===== src/rtl/elpa_pkg.sv =====
// package for the emulated link partner ability register
// assumes a single 25 MHz system clock and synchronous active-high reset
package elpa_pkg;

  localparam logic [11:0] ELPA_ABILITY_OFS = 12'h1d4;
  localparam int          ELPA_ABILITY_IDX = 5;

  localparam int NEXT_PAGE_BIT   = 15;
  localparam int ACK_BIT         = 14;
  localparam int REMOTE_FLT_BIT  = 13;
  localparam int RSVD_BIT        = 12;
  localparam int ASYM_PAUSE_BIT  = 11;
  localparam int SYM_PAUSE_BIT   = 10;
  localparam int T4_BIT          = 9;
  localparam int SPEED_HI_BIT    = 8;
  localparam int SPEED_LO_BIT    = 5;
  localparam int SELECTOR_HI_BIT = 4;

  localparam logic       NEXT_PAGE_VAL  = 1'b0;
  localparam logic       ACK_VAL        = 1'b1;
  localparam logic       REMOTE_FLT_VAL = 1'b0;
  localparam logic       T4_VAL         = 1'b0;
  localparam logic [4:0] SELECTOR_VAL   = 5'h01;

  localparam logic [3:0] ABIL_10FD  = 4'h2;
  localparam logic [3:0] ABIL_100FD = 4'h8;
  localparam logic [3:0] ABIL_10HD  = 4'h1;
  localparam logic [3:0] ABIL_100HD = 4'h4;

  // reset values of captured state
  localparam logic [1:0] PAUSE_RST = 2'h0;
  localparam logic [3:0] ABIL_RST  = 4'h0;

  // straps latched at reset release
  typedef struct packed {
    logic dualPauseChoice;
    logic duplexPol;
    logic speedSel;
  } elpa_straps_s;

  // local advertisement bits seen by the partner emulation
  typedef struct packed {
    logic       asymPause;
    logic       symPause;
    logic [3:0] speedDuplex;
  } elpa_advert_s;

endpackage


===== src/rtl/elpa_ability_reg.sv =====
// emulated link partner base page ability register of the emulated phy
// assumes the auto-negotiation engine pulses anDone/anRestart on this clock;
// host access arrives as a read strobe on the parallel map or the mii management side
`timescale 1ns/1ps

// Function
// - register is 32 bits on the map, upper half reserved; 16 bits over mii management.
// - bit 15 next page always reads 0.
// - bit 14 acknowledge always reads 1.
// - bit 13 remote fault always reads 0.
// - bit 9 100BASE-T4 always reads 0.
// - selector field bits 4:0 always read 00001.
// - no local pause gives 00; symmetric only gives symmetric 1, asymmetric 0.
// - local asymmetric only gives both partner pause bits set.
// - both local pause bits: strap 1 gives both set, else asymmetric only.
// - pause bits captured at negotiation completion; later advert writes ignored.
// - speed/duplex bits 8..5 follow duplex pin, polarity strap, speed strap, success.
// - strap inputs sampled at reset release and held until next reset.
// - pin equals polarity gives full duplex 0010/1000, else half 0001/0100.
// - negotiation fails when local and partner abilities share no bit.
module elpa_ability_reg
  import elpa_pkg::*;
(
  input  wire logic         clock,
  input  wire logic         rst,
  input  wire logic         clkEn,
  input  wire elpa_straps_s strapPins,
  input  wire logic         portDuplexPin,
  input  wire elpa_advert_s localAdvertReg,
  input  wire logic         anDone,
  input  wire logic         anRestart,
  input  wire logic         mapRead,
  input  wire logic [11:0]  mapAddr,
  input  wire logic         mapWrite,
  input  wire logic [31:0]  mapWdata,
  input  wire logic         miiRead,
  input  wire logic [4:0]   miiRegAddr,
  output logic [31:0]       mapRdata,
  output logic              mapRvalid,
  output logic [15:0]       miiRdata,
  output logic              miiRvalid,
  output logic              anFailed,
  output logic [15:0]       abilityWord
);

  typedef enum logic [1:0] {
    AN_IDLE = 2'b00,
    AN_RUN  = 2'b01,
    AN_OK   = 2'b10,
    AN_FAIL = 2'b11
  } elpa_an_e;

  elpa_straps_s straps;
  elpa_an_e     anState_ff;
  elpa_an_e     nxt_anState;
  logic [1:0]   pause_ff;
  logic [3:0]   speed_ff;
  logic         dupSync1_ff;
  logic         dupSync2_ff;
  logic         dupSync3_ff;
  logic         duplex_ff;
  logic [31:0]  mapRdata_ff;
  logic         mapRvalid_ff;
  logic [15:0]  miiRdata_ff;
  logic         miiRvalid_ff;
  logic         anFailed_ff;
  logic [15:0]  word_ff;

  elpa_strap_latch uStraps (
    .clock     (clock),
    .rst       (rst),
    .clkEn     (clkEn),
    .strapPins (strapPins),
    .straps    (straps)
  );

  // partner pause from the local advertisement; table is the whole behaviour
  function automatic logic [1:0] partner_pause(input logic sym, input logic asym, input logic dual);
    logic [1:0] res;
    res = 2'h0;
    case ({sym, asym})
      2'b00:   res = 2'h0;
      2'b10:   res = 2'h1;
      2'b01:   res = 2'h3;
      2'b11:   res = dual ? 2'h3 : 2'h2;
      default: res = 2'h0;
    endcase
    return res; // bit1 asymmetric, bit0 symmetric
  endfunction

  // duplex pin is off-domain: three stages, change accepted when stages 2 and 3 agree
  always_ff @(posedge clock) begin
    if (rst) begin
      dupSync1_ff <= 1'b0;
      dupSync2_ff <= 1'b0;
      dupSync3_ff <= 1'b0;
      duplex_ff   <= 1'b0;
    end else if (clkEn) begin
      dupSync1_ff <= portDuplexPin;
      dupSync2_ff <= dupSync1_ff;
      dupSync3_ff <= dupSync2_ff;
      if (dupSync2_ff == dupSync3_ff)
        duplex_ff <= dupSync3_ff;
    end
  end

  wire        fullDuplex  = (duplex_ff == straps.duplexPol);
  wire [3:0]  partnerAbil = fullDuplex ? (straps.speedSel ? ABIL_100FD : ABIL_10FD)
                                       : (straps.speedSel ? ABIL_100HD : ABIL_10HD);
  wire        commonAbil  = |(partnerAbil & localAdvertReg.speedDuplex);
  wire [1:0]  newPause    = partner_pause(localAdvertReg.symPause, localAdvertReg.asymPause,
                                          straps.dualPauseChoice);
  wire        doneEvt     = (anState_ff == AN_RUN) && anDone;

  always_comb begin
    nxt_anState = anState_ff;
    case (anState_ff)
      AN_IDLE: nxt_anState = anRestart ? AN_RUN : AN_IDLE;
      AN_RUN:  nxt_anState = anDone ? (commonAbil ? AN_OK : AN_FAIL) : AN_RUN;
      AN_OK:   nxt_anState = anRestart ? AN_RUN : AN_OK;
      AN_FAIL: nxt_anState = anRestart ? AN_RUN : AN_FAIL;
      default: nxt_anState = AN_IDLE;
    endcase
  end

  always_ff @(posedge clock) begin
    if (rst) begin
      anState_ff <= AN_IDLE;
      pause_ff   <= PAUSE_RST;
      speed_ff   <= ABIL_RST;
    end else if (clkEn) begin
      anState_ff <= nxt_anState;
      if (doneEvt) begin
        pause_ff <= newPause;
        speed_ff <= commonAbil ? partnerAbil : ABIL_RST;
      end
    end
  end

  // a failed negotiation reports no speed ability; writes never reach this word
  wire [15:0] word = {NEXT_PAGE_VAL,
                      ACK_VAL,
                      REMOTE_FLT_VAL,
                      1'b0,
                      pause_ff,
                      T4_VAL,
                      speed_ff,
                      SELECTOR_VAL};

  wire mapHit = (mapAddr == ELPA_ABILITY_OFS);
  wire miiHit = (miiRegAddr == 5'(ELPA_ABILITY_IDX));

  // mapWrite/mapWdata are accepted and dropped: the register is read-only
  wire unusedWrite = mapWrite & (|mapWdata);

  always_ff @(posedge clock) begin
    if (rst) begin
      mapRdata_ff  <= 32'h0;
      mapRvalid_ff <= 1'b0;
      miiRdata_ff  <= 16'h0;
      miiRvalid_ff <= 1'b0;
      anFailed_ff  <= 1'b0;
      word_ff      <= 16'h0;
    end else if (clkEn) begin
      mapRvalid_ff <= mapRead;
      mapRdata_ff  <= (mapRead && mapHit) ? {16'h0, word} : 32'h0;
      miiRvalid_ff <= miiRead;
      miiRdata_ff  <= (miiRead && miiHit) ? word : 16'h0;
      anFailed_ff  <= (anState_ff == AN_FAIL);
      word_ff      <= word;
    end
  end

  assign mapRdata    = mapRdata_ff;
  assign mapRvalid   = mapRvalid_ff;
  assign miiRdata    = miiRdata_ff;
  assign miiRvalid   = miiRvalid_ff;
  assign anFailed    = anFailed_ff;
  assign abilityWord = word_ff;

endmodule


===== src/rtl/elpa_strap_latch.sv =====
// strap capture: takes pin levels at the first enabled edge after reset release
// assumes straps are stable around reset release; pins pass a 3-stage synchroniser
`timescale 1ns/1ps
module elpa_strap_latch
  import elpa_pkg::*;
(
  input  wire logic         clock,
  input  wire logic         rst,
  input  wire logic         clkEn,
  input  wire elpa_straps_s strapPins,
  output elpa_straps_s      straps
);

  elpa_straps_s sync1_ff;
  elpa_straps_s sync2_ff;
  elpa_straps_s sync3_ff;
  logic         captured_ff;
  elpa_straps_s straps_ff;

  // second and third stage agreeing marks a settled level
  wire settled = (sync2_ff == sync3_ff);

  always_ff @(posedge clock) begin
    if (clkEn) begin
      sync1_ff <= strapPins;
      sync2_ff <= sync1_ff;
      sync3_ff <= sync2_ff;
    end
  end

  always_ff @(posedge clock) begin
    if (rst) begin
      captured_ff <= 1'b0;
      straps_ff   <= '0;
    end else if (clkEn && !captured_ff && settled) begin
      captured_ff <= 1'b1;
      straps_ff   <= sync3_ff;
    end
  end

  assign straps = straps_ff;

endmodule


===== config.mk =====
export PLATFORM = sky130hd
export DESIGN_NAME = elpa_ability_reg
export DESIGN_NICKNAME = d
export VERILOG_FILES = /design/src/rtl/elpa_pkg.sv /design/src/rtl/elpa_ability_reg.sv /design/src/rtl/elpa_strap_latch.sv
export SDC_FILE = /design/constraint.sdc
export NUM_CORES = 1
export LEC_CHECK = 0
export BUFFER_PORTS_ARGS = -buffer_cell sky130_fd_sc_hd__buf_4
export CAP_MARGIN = 20
export CORE_MARGIN = 4
export CORE_UTILIZATION = 46
export DETAILED_ROUTE_END_ITERATION = 6
export PLACE_DENSITY = 0.85
export SYNTH_ARGS = -nofsm -noshare
export SYNTH_HDL_FRONTEND = slang
export SYNTH_SLANG_ARGS = --single-unit

===== constraint.sdc =====
create_clock -name clock -period 2.3 [get_ports clock]
set_clock_uncertainty 0.1 [all_clocks]
set_input_delay 0.115 -clock clock [delete_from_list [all_inputs] [get_ports clock]]
set_output_delay 0.115 -clock clock [all_outputs]
set_load 0.005 [all_outputs]

==> key figures, run 1 <==
Floorplanning
  – Starting density of the core: 48.9%
  – Die Ht: 76.9 µm
  – Core Area: 4470 µm²
  – Row count: 24
  – Die ar.: 5920 µm²
  – Die W: 76.9 µm
  – Ports: 134

Synth
  – Synth top area share: 36.6%
  – Most frequent cell after synthesis: buf_4
  – Synth warn: 0
  – Area leader, netlist: dfxtp_1
  – Register bit total from synthesis: 49
  – Synth cell count leaders: buf_4 (43), dfxtp_1 (40), a21oi_1 (17), nand2_1 (17), nor2_1 (15)
  – Post-synthesis instance area: 2190 µm²
  – Post-synth EDFFs: 9
  – Syn avg cell area: 10.2 µm²
  – Top cells by area, synth: dfxtp_1 (37%), buf_4 (15%), edfxtp_1 (12%)
  – Main synth FF type: dfxtp_1
  – Cells after Synth: 214
  – Register area share after synthesis: 49.0%
  – Synth async-reset ratio: 0%
  – Netlist cell types: 33

Pwr
  – Clk pwr share: 32.2%
  – Total power draw: 0.00158 W
  – Leakage: 1.19 nW
  – Net Sw Frac: 24.3%
  – Max IR drop VDD: 399 µV
  – Pwr Density: 588 nW/µm²
  – Combinational Power Share: 9.9%
  – Seq pwr share: 57.9%
  – Psw: 0.000382 W
  – Internal power: 0.00119 W

Clock network
  – Root Buffer Master: clkbuf_8
  – Post_cts resized: 0
  – CTS H-tree lvls: 2
  – Cts-stage hold buffer count: 9
  – Clock sink total: 49
  – CTS max path bufs: 2
  – Reg clk slew, reported paths: 0.09 ns
  – CTS Buf Count: 5
  – TritonCTS clock tree: built
  – Post-CTS Setup Bufs: 0
  – Worst-skew pair later-pin latency: 0.30 ns

Timing
  – Setup TNS: 0 ns
  – Period utilisation layout: 70.7%
  – Slew margin rel.: 62.7%
  – Finish-stage setup viols: 0
  – Final min period: 1.63 ns
  – Tightest Pin Transition: 0.555 ns
  – Final Hold Vio Count: 0
  – Fmax: 615 MHz
  – Slew Limit Fails: 0
  – Unrepaired setup endpoints after global routing: false

Critical path
  – WP data arrival: 1.75 ns
  – Req. time, crit path: 2.43 ns
  – Crit end category: flip-flop
  – CP Class: reg -> reg
  – Reg2Reg Depth: 3
  – Worst Setup Start Kind: flip-flop
  – Reg2reg end: anState_ff[0]$_SDFFE_PP0P_
  – Critical Path End: anState_ff[0]$_SDFFE_PP0P_
  – CP startpoint: duplex_ff$_SDFFE_PP0P_
  – Crit-path max FO: 4
  – R2r startpoint: duplex_ff$_SDFFE_PP0P_
  – R2r setup slk: 0.67 ns

Cells and area
  – Antenna Cells: 0
  – Layout cells sized above 1: 26.5%
  – # nets final: 345
  – Area Growth Syn to Fin: 22.6%
  – Finished Layout Cells: 331

Routing
  – TritonRoute pass-1 iters: 5
  – Wirelength per Cell: 13.4 µm
  – DRC viols: 0
  – Final wirelength: 4450 µm
  – Vias: 1,602
  – Antenna Nets Post-Route: 0
  – Via-per-instance ratio: 4.84
  – Iteration-0 DRC Markers: 109

Global route
  – Total global-route track usage: 15.1%
  – Pin count of the biggest net entering global routing: 39
  – Vias in the first global route: 1,448
  – Grt ovf: 0
  – Initial antenna violation count: 0
  – First-pass GRT wire length: 7120 µm

Hold path
  – Hold Path Class: in -> reg

Placement
  – Placed Cells: 313
  – # port buffers: 60
  – DP Wirelength: 3180 µm
  – RePlAce Congestion: 0.756

Flow run
  – Max_cap viols: 0

Status
  – Status: completed
## critical path: stages (launching register included)
cell,delay [ns]
dfxtp_1,0.37
xnor2_1,0.30
mux4_2,0.56
a211oi_1,0.23
## flip-flops by register name, indices dropped and copies added (netlist names), 2 cells and up
register,cells
abilityWord,7
anState_ff,2
mapRdata,7
miiRdata,7
pause_ff,2
speed_ff,4
uStraps.straps,3
uStraps.sync1_ff,3
uStraps.sync2_ff,3
uStraps.sync3_ff,3
## layout make-up
cell class / count / area (µm²)
clock buffers: 5 / 68.8
clock inverters: 3 / 21.3
fillers: 380 / 1800
inverters: 1 / 3.75
multi-input cells: 151 / 898
flip-flops and latches: 49 / 1070
well taps: 52 / 65.1
repair buffers: 70 / 551
## per-layer routing
metal | part of all wire (%) | track usage (%)
met3 | 11 | 6.79
met4 | 0.85 | 3.80
met2 | 46 | 24.0
met1 | 42 | 18.7
met5 | 0 | 0
## metrics by stage
stage / worst slack, ns / hold WS [ns] / area [µm²] / utilization [%]
final: 0.674 / 0.0165 / 2680 / 59.9
after CTS: 0.676 / 0.00129 / 2670 / 59.6
after floorplan: 0.799 / 0.114 / 2330 / -
after global routing: 0.559 / 0.0369 / 2680 / 59.9
after detailed placement: 0.716 / 0.194 / 2490 / 55.6
after global placement: 0.715 / 0.195 / 2490 / 55.6
## how the worst min path moves through the flow
stage                           start                       endpoint  slack [ns]  cells past startpoint
floorplan                strapPins[0]  uStraps.sync1_ff[0]$_DFFE_PP_        0.11                      0
global placement         strapPins[1]  uStraps.sync1_ff[1]$_DFFE_PP_        0.19                      1
detailed placement       strapPins[2]  uStraps.sync1_ff[2]$_DFFE_PP_        0.19                      1
CTS                 localAdvertReg[1]       speed_ff[1]$_SDFFE_PP0P_       0.001                      3
global route                anRestart     anState_ff[1]$_SDFFE_PP0P_        0.04                      4
finish              localAdvertReg[2]       speed_ff[2]$_SDFFE_PP0P_        0.02                      3
## cell usage in the layout, fill, tap and decap left out, types with 2 or more instances in the layout
cell and n:
conb_1 40, dlygate4sd3_1 10, nand4_1 8, dfxtp_1 40, buf_4 60, xor2_1 4
edfxtp_1 9, nand2_1 17, nor2_1 15, mux2i_1 14, nand4b_1 5, clkbuf_8 5
nand2b_1 7, a21oi_1 17, a22o_1 6, nand3_1 2
## cells by family (layout without fill, tap and decap cells)
family                 count (synthesis)  count (layout)  share of synthesized area (%)
AND/OR/NAND/NOR                       62              62                           16.4
XOR/XNOR                               5               5                           2.00
AO/OA/AOI/OAI                         29              29                           8.41
other                                  1              40                          0.172
flip-flops                            49              49                           49.0
buffers and inverters                 53              79                           16.6
multiplexers                          15              15                           7.44
## power groups by stage
| stage | Combinational (W) | Clock [W] | Sequential, W |
|---|---|---|---|
| final | 0.000155 | 0.000507 | 0.000912 |
| after global routing | 0.000171 | 0.000571 | 0.000916 |
| after CTS | 0.000152 | 0.000523 | 0.000913 |
| after detailed placement | 0.000140 | 0 | 0.000932 |
| after global placement | 0.000137 | 0 | 0.000931 |
| after floorplan | 0.000127 | 0 | 0.000929 |
(Power assumes the default switching activity.)
==> run 2: changes to the inputs <==
ABC_AREA = 1   (was default)
CORE_UTILIZATION = 43   (was 46)
PLACE_DENSITY = 0.79   (was 0.85)
clock period = 1.5 ns   (was 2.3 ns; I/O delays follow)
==> run 2 against run 1 <==
  * Final area up 4.8%
  * Clock power up 72%
  * Total power up 64%
  * Critical endpoint is now miiRdata[7]$_SDFFE_PP0P_
  * Largest cell class unchanged
==> key figures, run 2 <==
Synth
  – Register bit total from synthesis: 49 (unchanged)
  – Register area share after synthesis: 47.2% (was 49.0%)
  – Synth Area in Simple Gates: 20.4% (was 16.4%)
  – Largest family of logic cells by synthesized area: buffers and inverters (unchanged)
  – Syn avg cell area: 8.14 µm² (was 10.2 µm²)
  – Mux cell area share after synthesis: 0% (was 7.44%)
  – Post-synth EDFFs: 9 (unchanged)
  – Synth cell count leaders: buf_4 (46), nand2_1 (46), dfxtp_1 (40) (was buf_4 (43), dfxtp_1 (40), a21oi_1 (17), nand2_1 (17), nor2_1 (15))
  – Synth warn: 0 (unchanged)
  – Netlist cell types: 23 (was 33)
  – XOR/XNOR share of the synthesized area: 0% (was 2.00%)
  – Top cells by area, synth: dfxtp_1 (35%), buf_4 (15%), edfxtp_1 (12%) (was dfxtp_1 (37%), buf_4 (15%), edfxtp_1 (12%))
  – Cells after Synth: 279 (was 214)
  – Synth Area in Adders: 0% (unchanged)
  – Synth top area share: 35.3% (was 36.6%)
  – Compound-Gate Fraction of Synth Area: 11.0% (was 8.41%)
  – Main synth FF type: dfxtp_1 (unchanged)
  – Post-synthesis instance area: 2270 µm² (was 2190 µm²)
  – Synth async-reset ratio: 0% (unchanged)
  – Area leader, netlist: dfxtp_1 (unchanged)

Pwr
  – Pwr Density: 919 nW/µm² (was 588 nW/µm²)
  – Leakage: 1.32 nW (was 1.19 nW)
  – Max IR drop VDD: 629 µV (was 399 µV)

Clock network
  – CTS H-tree lvls: 2 (unchanged)
  – Clock sink total: 49 (unchanged)
  – Post-CTS Setup Bufs: 0 (unchanged)
  – Root Buffer Master: clkbuf_8 (unchanged)
  – TritonCTS clock tree: built (unchanged)
  – Worst-skew pair later-pin latency: 0.30 ns (about the same)
  – CTS Buf Count: 5 (unchanged)
  – Post_cts resized: 0 (unchanged)
  – Reg clk slew, reported paths: 0.09 ns (about the same)
  – Cts-stage hold buffer count: 10 (was 9)
  – CTS max path bufs: 2 (unchanged)

Global route
  – Layer with the highest usage: met2 (unchanged)
  – Grt ovf: 0 (unchanged)
  – First-pass GRT wire length: 7380 µm (was 7120 µm)
  – Initial antenna violation count: 0 (unchanged)
  – Pin count of the biggest net entering global routing: 27 (was 39)
  – Met1 Use GR: 18.2% (was 18.7%)
  – GR Util met3: 3.14% (was 6.79%)
  – Total global-route track usage: 14.5% (was 15.1%)
  – Global routing usage on met2: 24.0% (about the same)
  – Vias in the first global route: 1,678 (was 1,448)

Timing
  – Slew Limit Fails: 0 (unchanged)
  – Setup TNS: 0 ns (unchanged)
  – Final Hold Vio Count: 0 (unchanged)
  – Period utilisation layout: 92.6%
  – Final min period: 1.39 ns
  – Finish-stage setup viols: 0 (unchanged)
  – Fmax: 720 MHz
  – Unrepaired setup endpoints after global routing: false (unchanged)

Routing
  – DRC viols: 0 (unchanged)
  – TritonRoute pass-1 iters: 4 (was 5)
  – Via-per-instance ratio: 4.50 (was 4.84)
  – Iteration-0 DRC Markers: 78 (was 109)
  – Vias: 1,881 (was 1,602)
  – Final wirelength: 4770 µm (was 4450 µm)
  – Antenna Nets Post-Route: 0 (unchanged)
  – Wirelength per Cell: 11.4 µm (was 13.4 µm)

Placement
  – DP Wirelength: 3590 µm (was 3180 µm)
  – Placement Cell Area: 2600 µm² (was 2490 µm²)
  – RePlAce Congestion: 0.829 (was 0.756)
  – # port buffers: 60 (unchanged)

Floorplanning
  – Die Ht: 80.7 µm (was 76.9 µm)
  – Die ar.: 6510 µm² (was 5920 µm²)
  – Die W: 80.7 µm (was 76.9 µm)
  – Ports: 134 (unchanged)
  – Starting density of the core: 44.5% (was 48.9%)
  – Core Area: 5110 µm² (was 4470 µm²)
  – Row count: 26 (was 24)

Status
  – Status: completed (unchanged)

Critical path
  – Reg2Reg Depth: 6 (was 3)
  – CP Class: in -> reg (was reg -> reg)
  – Crit-path slowest cell: dlygate4sd3_1 (was mux4_2)
  – CP max stage delay: 0.55 ns (was 0.56 ns)
  – Crit-path leading delay family: buffers and inverters (was multiplexers)
  – Crit-path max FO: 7 (was 4)
  – CP Cell Sequence: dlygate4sd3_1 > buf_4 > inv_1 > nor3_2 > nand4_1 > a21oi_1 (was xnor2_1 > mux4_2 > a211oi_1)
  – WP data arrival: 1.52 ns (was 1.75 ns)
  – Crit. path cell count: 6 (was 3)
  – Worst Setup Start Kind: primary input (was flip-flop)
  – R2r setup slk: 0.22 ns (was 0.67 ns)
  – Req. time, crit path: 1.63 ns (was 2.43 ns)
  – Crit end category: flip-flop (unchanged)
  – Crit path buffers/inverters: 3 (was 0)

Flow run
  – Max_cap viols: 0 (unchanged)

Cells and area
  – Commonest non-fill, non-tap cell in the layout: buf_4 (unchanged)
  – Area Growth Syn to Fin: 23.6% (was 22.6%)
  – Layout cells sized above 1: 21.8% (was 26.5%)
  – Final instance area: 2810 µm² (was 2680 µm²)
  – # nets final: 414 (was 345)
  – Antenna Cells: 0 (unchanged)
  – Most frequent cells in the layout: buf_4 (62), nand2_1 (46), conb_1 (40), dfxtp_1 (40), a21oi_1 (31) (was buf_4 (60), conb_1 (40), dfxtp_1 (40))

Hold path
  – Hold Path Class: in -> reg (unchanged)
  – Min-Delay Path Depth: 1 (was 3)
[run 2: cell count changes after synthesis, moves of 5 or more]
cell	before	now
nand2_1	17	46
inv_1	0	28
a21oi_1	17	31
mux2i_1	14	0
nand3_1	2	14
o21ai_0	1	13
nor2_1	15	24
nand2b_1	7	0
a22o_1	6	0
clkbuf_1	7	2
nand4b_1	5	0
[run 2: layout make-up]
type                    count  area (µm²)
fillers                   465        2300
flip-flops and latches     49        1070
multi-input cells         189         865
repair buffers             72         566
inverters                  30         113
clock buffers               7        97.6
well taps                  70        87.6
clock inverters             1        8.76
[run 2: stage by stage]
step,hold WS (ns),util (%),power (W),setup slack [ns],cells
2_1_floorplan,0.0441,-,0.00167,0.349,318
5_1_grt,0.0256,55.0,0.00270,0.0453,418
3_5_place_dp,0.156,50.9,0.00172,0.229,400
4_1_cts,0.0138,55.0,0.00260,0.124,418
6_report,0.0226,55.0,0.00258,0.110,418
3_3_place_gp,0.154,50.9,0.00171,0.263,400
[run 2: cells by family (layout without fill, tap and decap cells)]
logic type,after synthesis,after routing
AOI/OAI and AO/OA,48,48
and+or+nand+nor,101,101
buffers and inverters,80,110
DFF,49,49
other,1,40
[run 2: path summary, 6_finish.rpt]
path                                      start                             end
setup / recovery                        miiRead        miiRdata[7]$_SDFFE_PP0P_
hold / removal                            clkEn   uStraps.sync1_ff[2]$_DFFE_PP_
setup reg to reg  uStraps.sync2_ff[1]$_DFFE_PP_  uStraps.straps[1]$_SDFFE_PP0P_
hold reg to reg   uStraps.sync1_ff[0]$_DFFE_PP_   uStraps.sync2_ff[0]$_DFFE_PP_
[run 2: metal layers]
layer	vias up	wire length, µm
met5	-	0
met4	0	87
met3	9	383
met2	75	2320
met1	841	1970
li1	956	-
[run 2: worst reg2reg max path: cells and delay by family (launching register included)]
kind,cells,cell delay (ns)
AND/OR/NAND/NOR,5,0.59
flip-flops,1,0.43
buffers and inverters,1,0.07
[run 2: report_power, final]
group | total, W | internal [W] | switching (W)
clock network | 0.000871 | 0.000434 | 0.000438
logic | 0.000295 | 0.000135 | 0.000160
registers | 0.00141 | 0.00139 | 0.0000249
==> run 3: changes to the inputs <==
MAX_ROUTING_LAYER = met4   (was default)
==> run 3 against run 2 <==
  * Critical endpoint unchanged
  * Via count is 0.85% lower
  * Fmax down 0.10%
  * Sequential power hardly changed
  * Non-clock buffer count stayed put
  * Largest power group unchanged
==> key figures, run 3 (synthesized netlist as in run 2, its figures left out) <==
Status
  – Status: completed (unchanged)

Critical path
  – CP Class: in -> reg (unchanged)
  – WP data arrival: 1.52 ns (about the same)
  – CP max stage delay: 0.55 ns (about the same)
  – Crit path buffers/inverters: 3 (unchanged)
  – Worst Setup Start Kind: primary input (unchanged)
  – Crit-path leading delay family: buffers and inverters (unchanged)
  – Req. time, crit path: 1.63 ns (about the same)
  – Crit-path max FO: 7 (unchanged)
  – CP Cell Sequence: dlygate4sd3_1 > buf_4 > inv_1 > nor3_2 > nand4_1 > a21oi_1 (unchanged)
  – Crit-path slowest cell: dlygate4sd3_1 (unchanged)
  – Crit end category: flip-flop (unchanged)

Placement
  – Place WS: 0.229 ns (unchanged)
  – RePlAce Congestion: 0.842 (was 0.829)
  – # port buffers: 60 (unchanged)
  – Placed Cells: 400 (unchanged)
  – DP Wirelength: 3590 µm (unchanged)

Flow run
  – Max_cap viols: 0 (unchanged)

Cells and area
  – Layout cells sized above 1: 21.8% (unchanged)
  – Finished Layout Cells: 418 (unchanged)
  – Commonest non-fill, non-tap cell in the layout: buf_4 (unchanged)
  – Area Growth Syn to Fin: 23.6% (unchanged)
  – Most frequent cells in the layout: buf_4 (62), nand2_1 (46), conb_1 (40), dfxtp_1 (40), a21oi_1 (31) (unchanged)
  – # nets final: 414 (unchanged)
  – Final Core Density: 55.0% (unchanged)
  – Antenna Cells: 0 (unchanged)

Pwr
  – Net Sw Frac: 24.2% (was 24.1%)
  – Seq pwr share: 54.8% (about the same)
  – Pwr Density: 919 nW/µm² (about the same)
  – Leakage: 1.32 nW (unchanged)
  – Combinational Power Share: 11.4% (about the same)
  – Max IR drop VDD: 628 µV (was 629 µV)
  – Psw: 0.000623 W (was 0.000622 W)
  – Internal power: 0.00196 W (about the same)
  – Clk pwr share: 33.8% (about the same)

Global route
  – Initial antenna violation count: 0 (unchanged)
  – Grt ovf: 0 (unchanged)
  – Total global-route track usage: 14.8% (was 14.5%)
  – First-pass GRT wire length: 7380 µm (unchanged)
  – Vias in the first global route: 1,679 (was 1,678)
  – Pin count of the biggest net entering global routing: 27 (unchanged)

Clock network
  – Reg clk slew, reported paths: 0.09 ns (about the same)
  – CTS H-tree lvls: 2 (unchanged)
  – Root Buffer Master: clkbuf_8 (unchanged)
  – CTS Buf Count: 5 (unchanged)
  – Clock sink total: 49 (unchanged)
  – Post_cts resized: 0 (unchanged)
  – TritonCTS clock tree: built (unchanged)
  – Worst-skew pair later-pin latency: 0.30 ns (about the same)
  – CTS max path bufs: 2 (unchanged)

Timing
  – Fin Hold WS: 0.0209 ns (was 0.0226 ns)
  – Unrepaired setup endpoints after global routing: false (unchanged)
  – Period utilisation layout: 92.7% (was 92.6%)
  – Final min period: 1.39 ns (about the same)
  – Final Hold Vio Count: 0 (unchanged)
  – Finish-stage setup viols: 0 (unchanged)
  – Fmax: 719 MHz (was 720 MHz)
  – Final WS setup: 0.109 ns (was 0.110 ns)
  – Setup TNS: 0 ns (unchanged)
  – Slew Limit Fails: 0 (unchanged)

Routing
  – Iteration-0 DRC Markers: 67 (was 78)
  – TritonRoute pass-1 iters: 4 (unchanged)
  – Final wirelength: 4760 µm (was 4770 µm)
  – Antenna Nets Post-Route: 0 (unchanged)
  – Wirelength per Cell: 11.4 µm (about the same)
  – Vias: 1,865 (was 1,881)
  – DRC viols: 0 (unchanged)
  – Via-per-instance ratio: 4.46 (was 4.50)

Floorplanning
  – Core Area: 5110 µm² (unchanged)
  – Die W: 80.7 µm (unchanged)
  – Row count: 26 (unchanged)
  – Die Ht: 80.7 µm (unchanged)
  – Starting density of the core: 44.5% (unchanged)
  – Ports: 134 (unchanged)
  – Die ar.: 6510 µm² (unchanged)

Hold path
  – Hold Path Class: in -> reg (unchanged)
run 3: cell counts in the layout (fill, tap and decap cells not counted):
Identical to the previous run, type by type.
run 3: repair_timing:
item	CTS	global route
hold buffers	10	0
hold endpoints to repair	14	0
setup buffers	0	0
run 3: worst register-to-register path, cell delays in order (launching register included):
cell	delay, ns
edfxtp_1	0.43
inv_1	0.07
nor2_1	0.06
nor3_4	0.29
nand3_1	0.12
nand2_1	0.08
nor2_1	0.04
run 3: cell type report:
cell class	count	area [µm²]
Sequential cell	49	1070
Fill cell	465	2300
Multi-Input combinational cell	189	865
Clock inverter	1	8.76
Tap cell	70	87.6
Clock buffer	7	97.6
Inverter	30	113
Timing Repair Buffer	72	566
run 3: power by group through the flow:
| stage | combinational (W) | sequential [W] | clock, W |
|---|---|---|---|
| finish | 0.000295 | 0.00141 | 0.000873 |
| global route | 0.000334 | 0.00142 | 0.000951 |
| CTS | 0.000293 | 0.00141 | 0.000889 |
| detailed placement | 0.000273 | 0.00144 | 0 |
| global placement | 0.000266 | 0.00144 | 0 |
| floorplan | 0.000234 | 0.00144 | 0 |
run 3: worst paths after layout:
kind,start,endpoint,slack (ns),cells after the start
setup / recovery,miiRead,miiRdata[7]$_SDFFE_PP0P_,0.11,6
hold / removal,clkEn,uStraps.sync1_ff[2]$_DFFE_PP_,0.02,1
setup reg to reg,uStraps.sync2_ff[1]$_DFFE_PP_,uStraps.straps[1]$_SDFFE_PP0P_,0.22,6
hold reg to reg,uStraps.sync1_ff[0]$_DFFE_PP_,uStraps.sync2_ff[0]$_DFFE_PP_,0.33,0
run 3: layer usage:
| layer | share of wire, % | wire length, µm | GRT usage [%] |
|---|---|---|---|
| met5 | 0 | 0 | - |
| met4 | 1.8 | 87 | 5.57 |
| met3 | 8.2 | 388 | 3.14 |
| met2 | 49 | 2320 | 24.1 |
| met1 | 41 | 1970 | 18.1 |
run 3: metrics by stage:
step                      instance area, µm²  power (W)
final                                   2810    0.00258
after global routing                    2810    0.00270
after CTS                               2810    0.00260
after detailed placement                2600    0.00172
after global placement                  2600    0.00171
after floorplan                         2420    0.00167
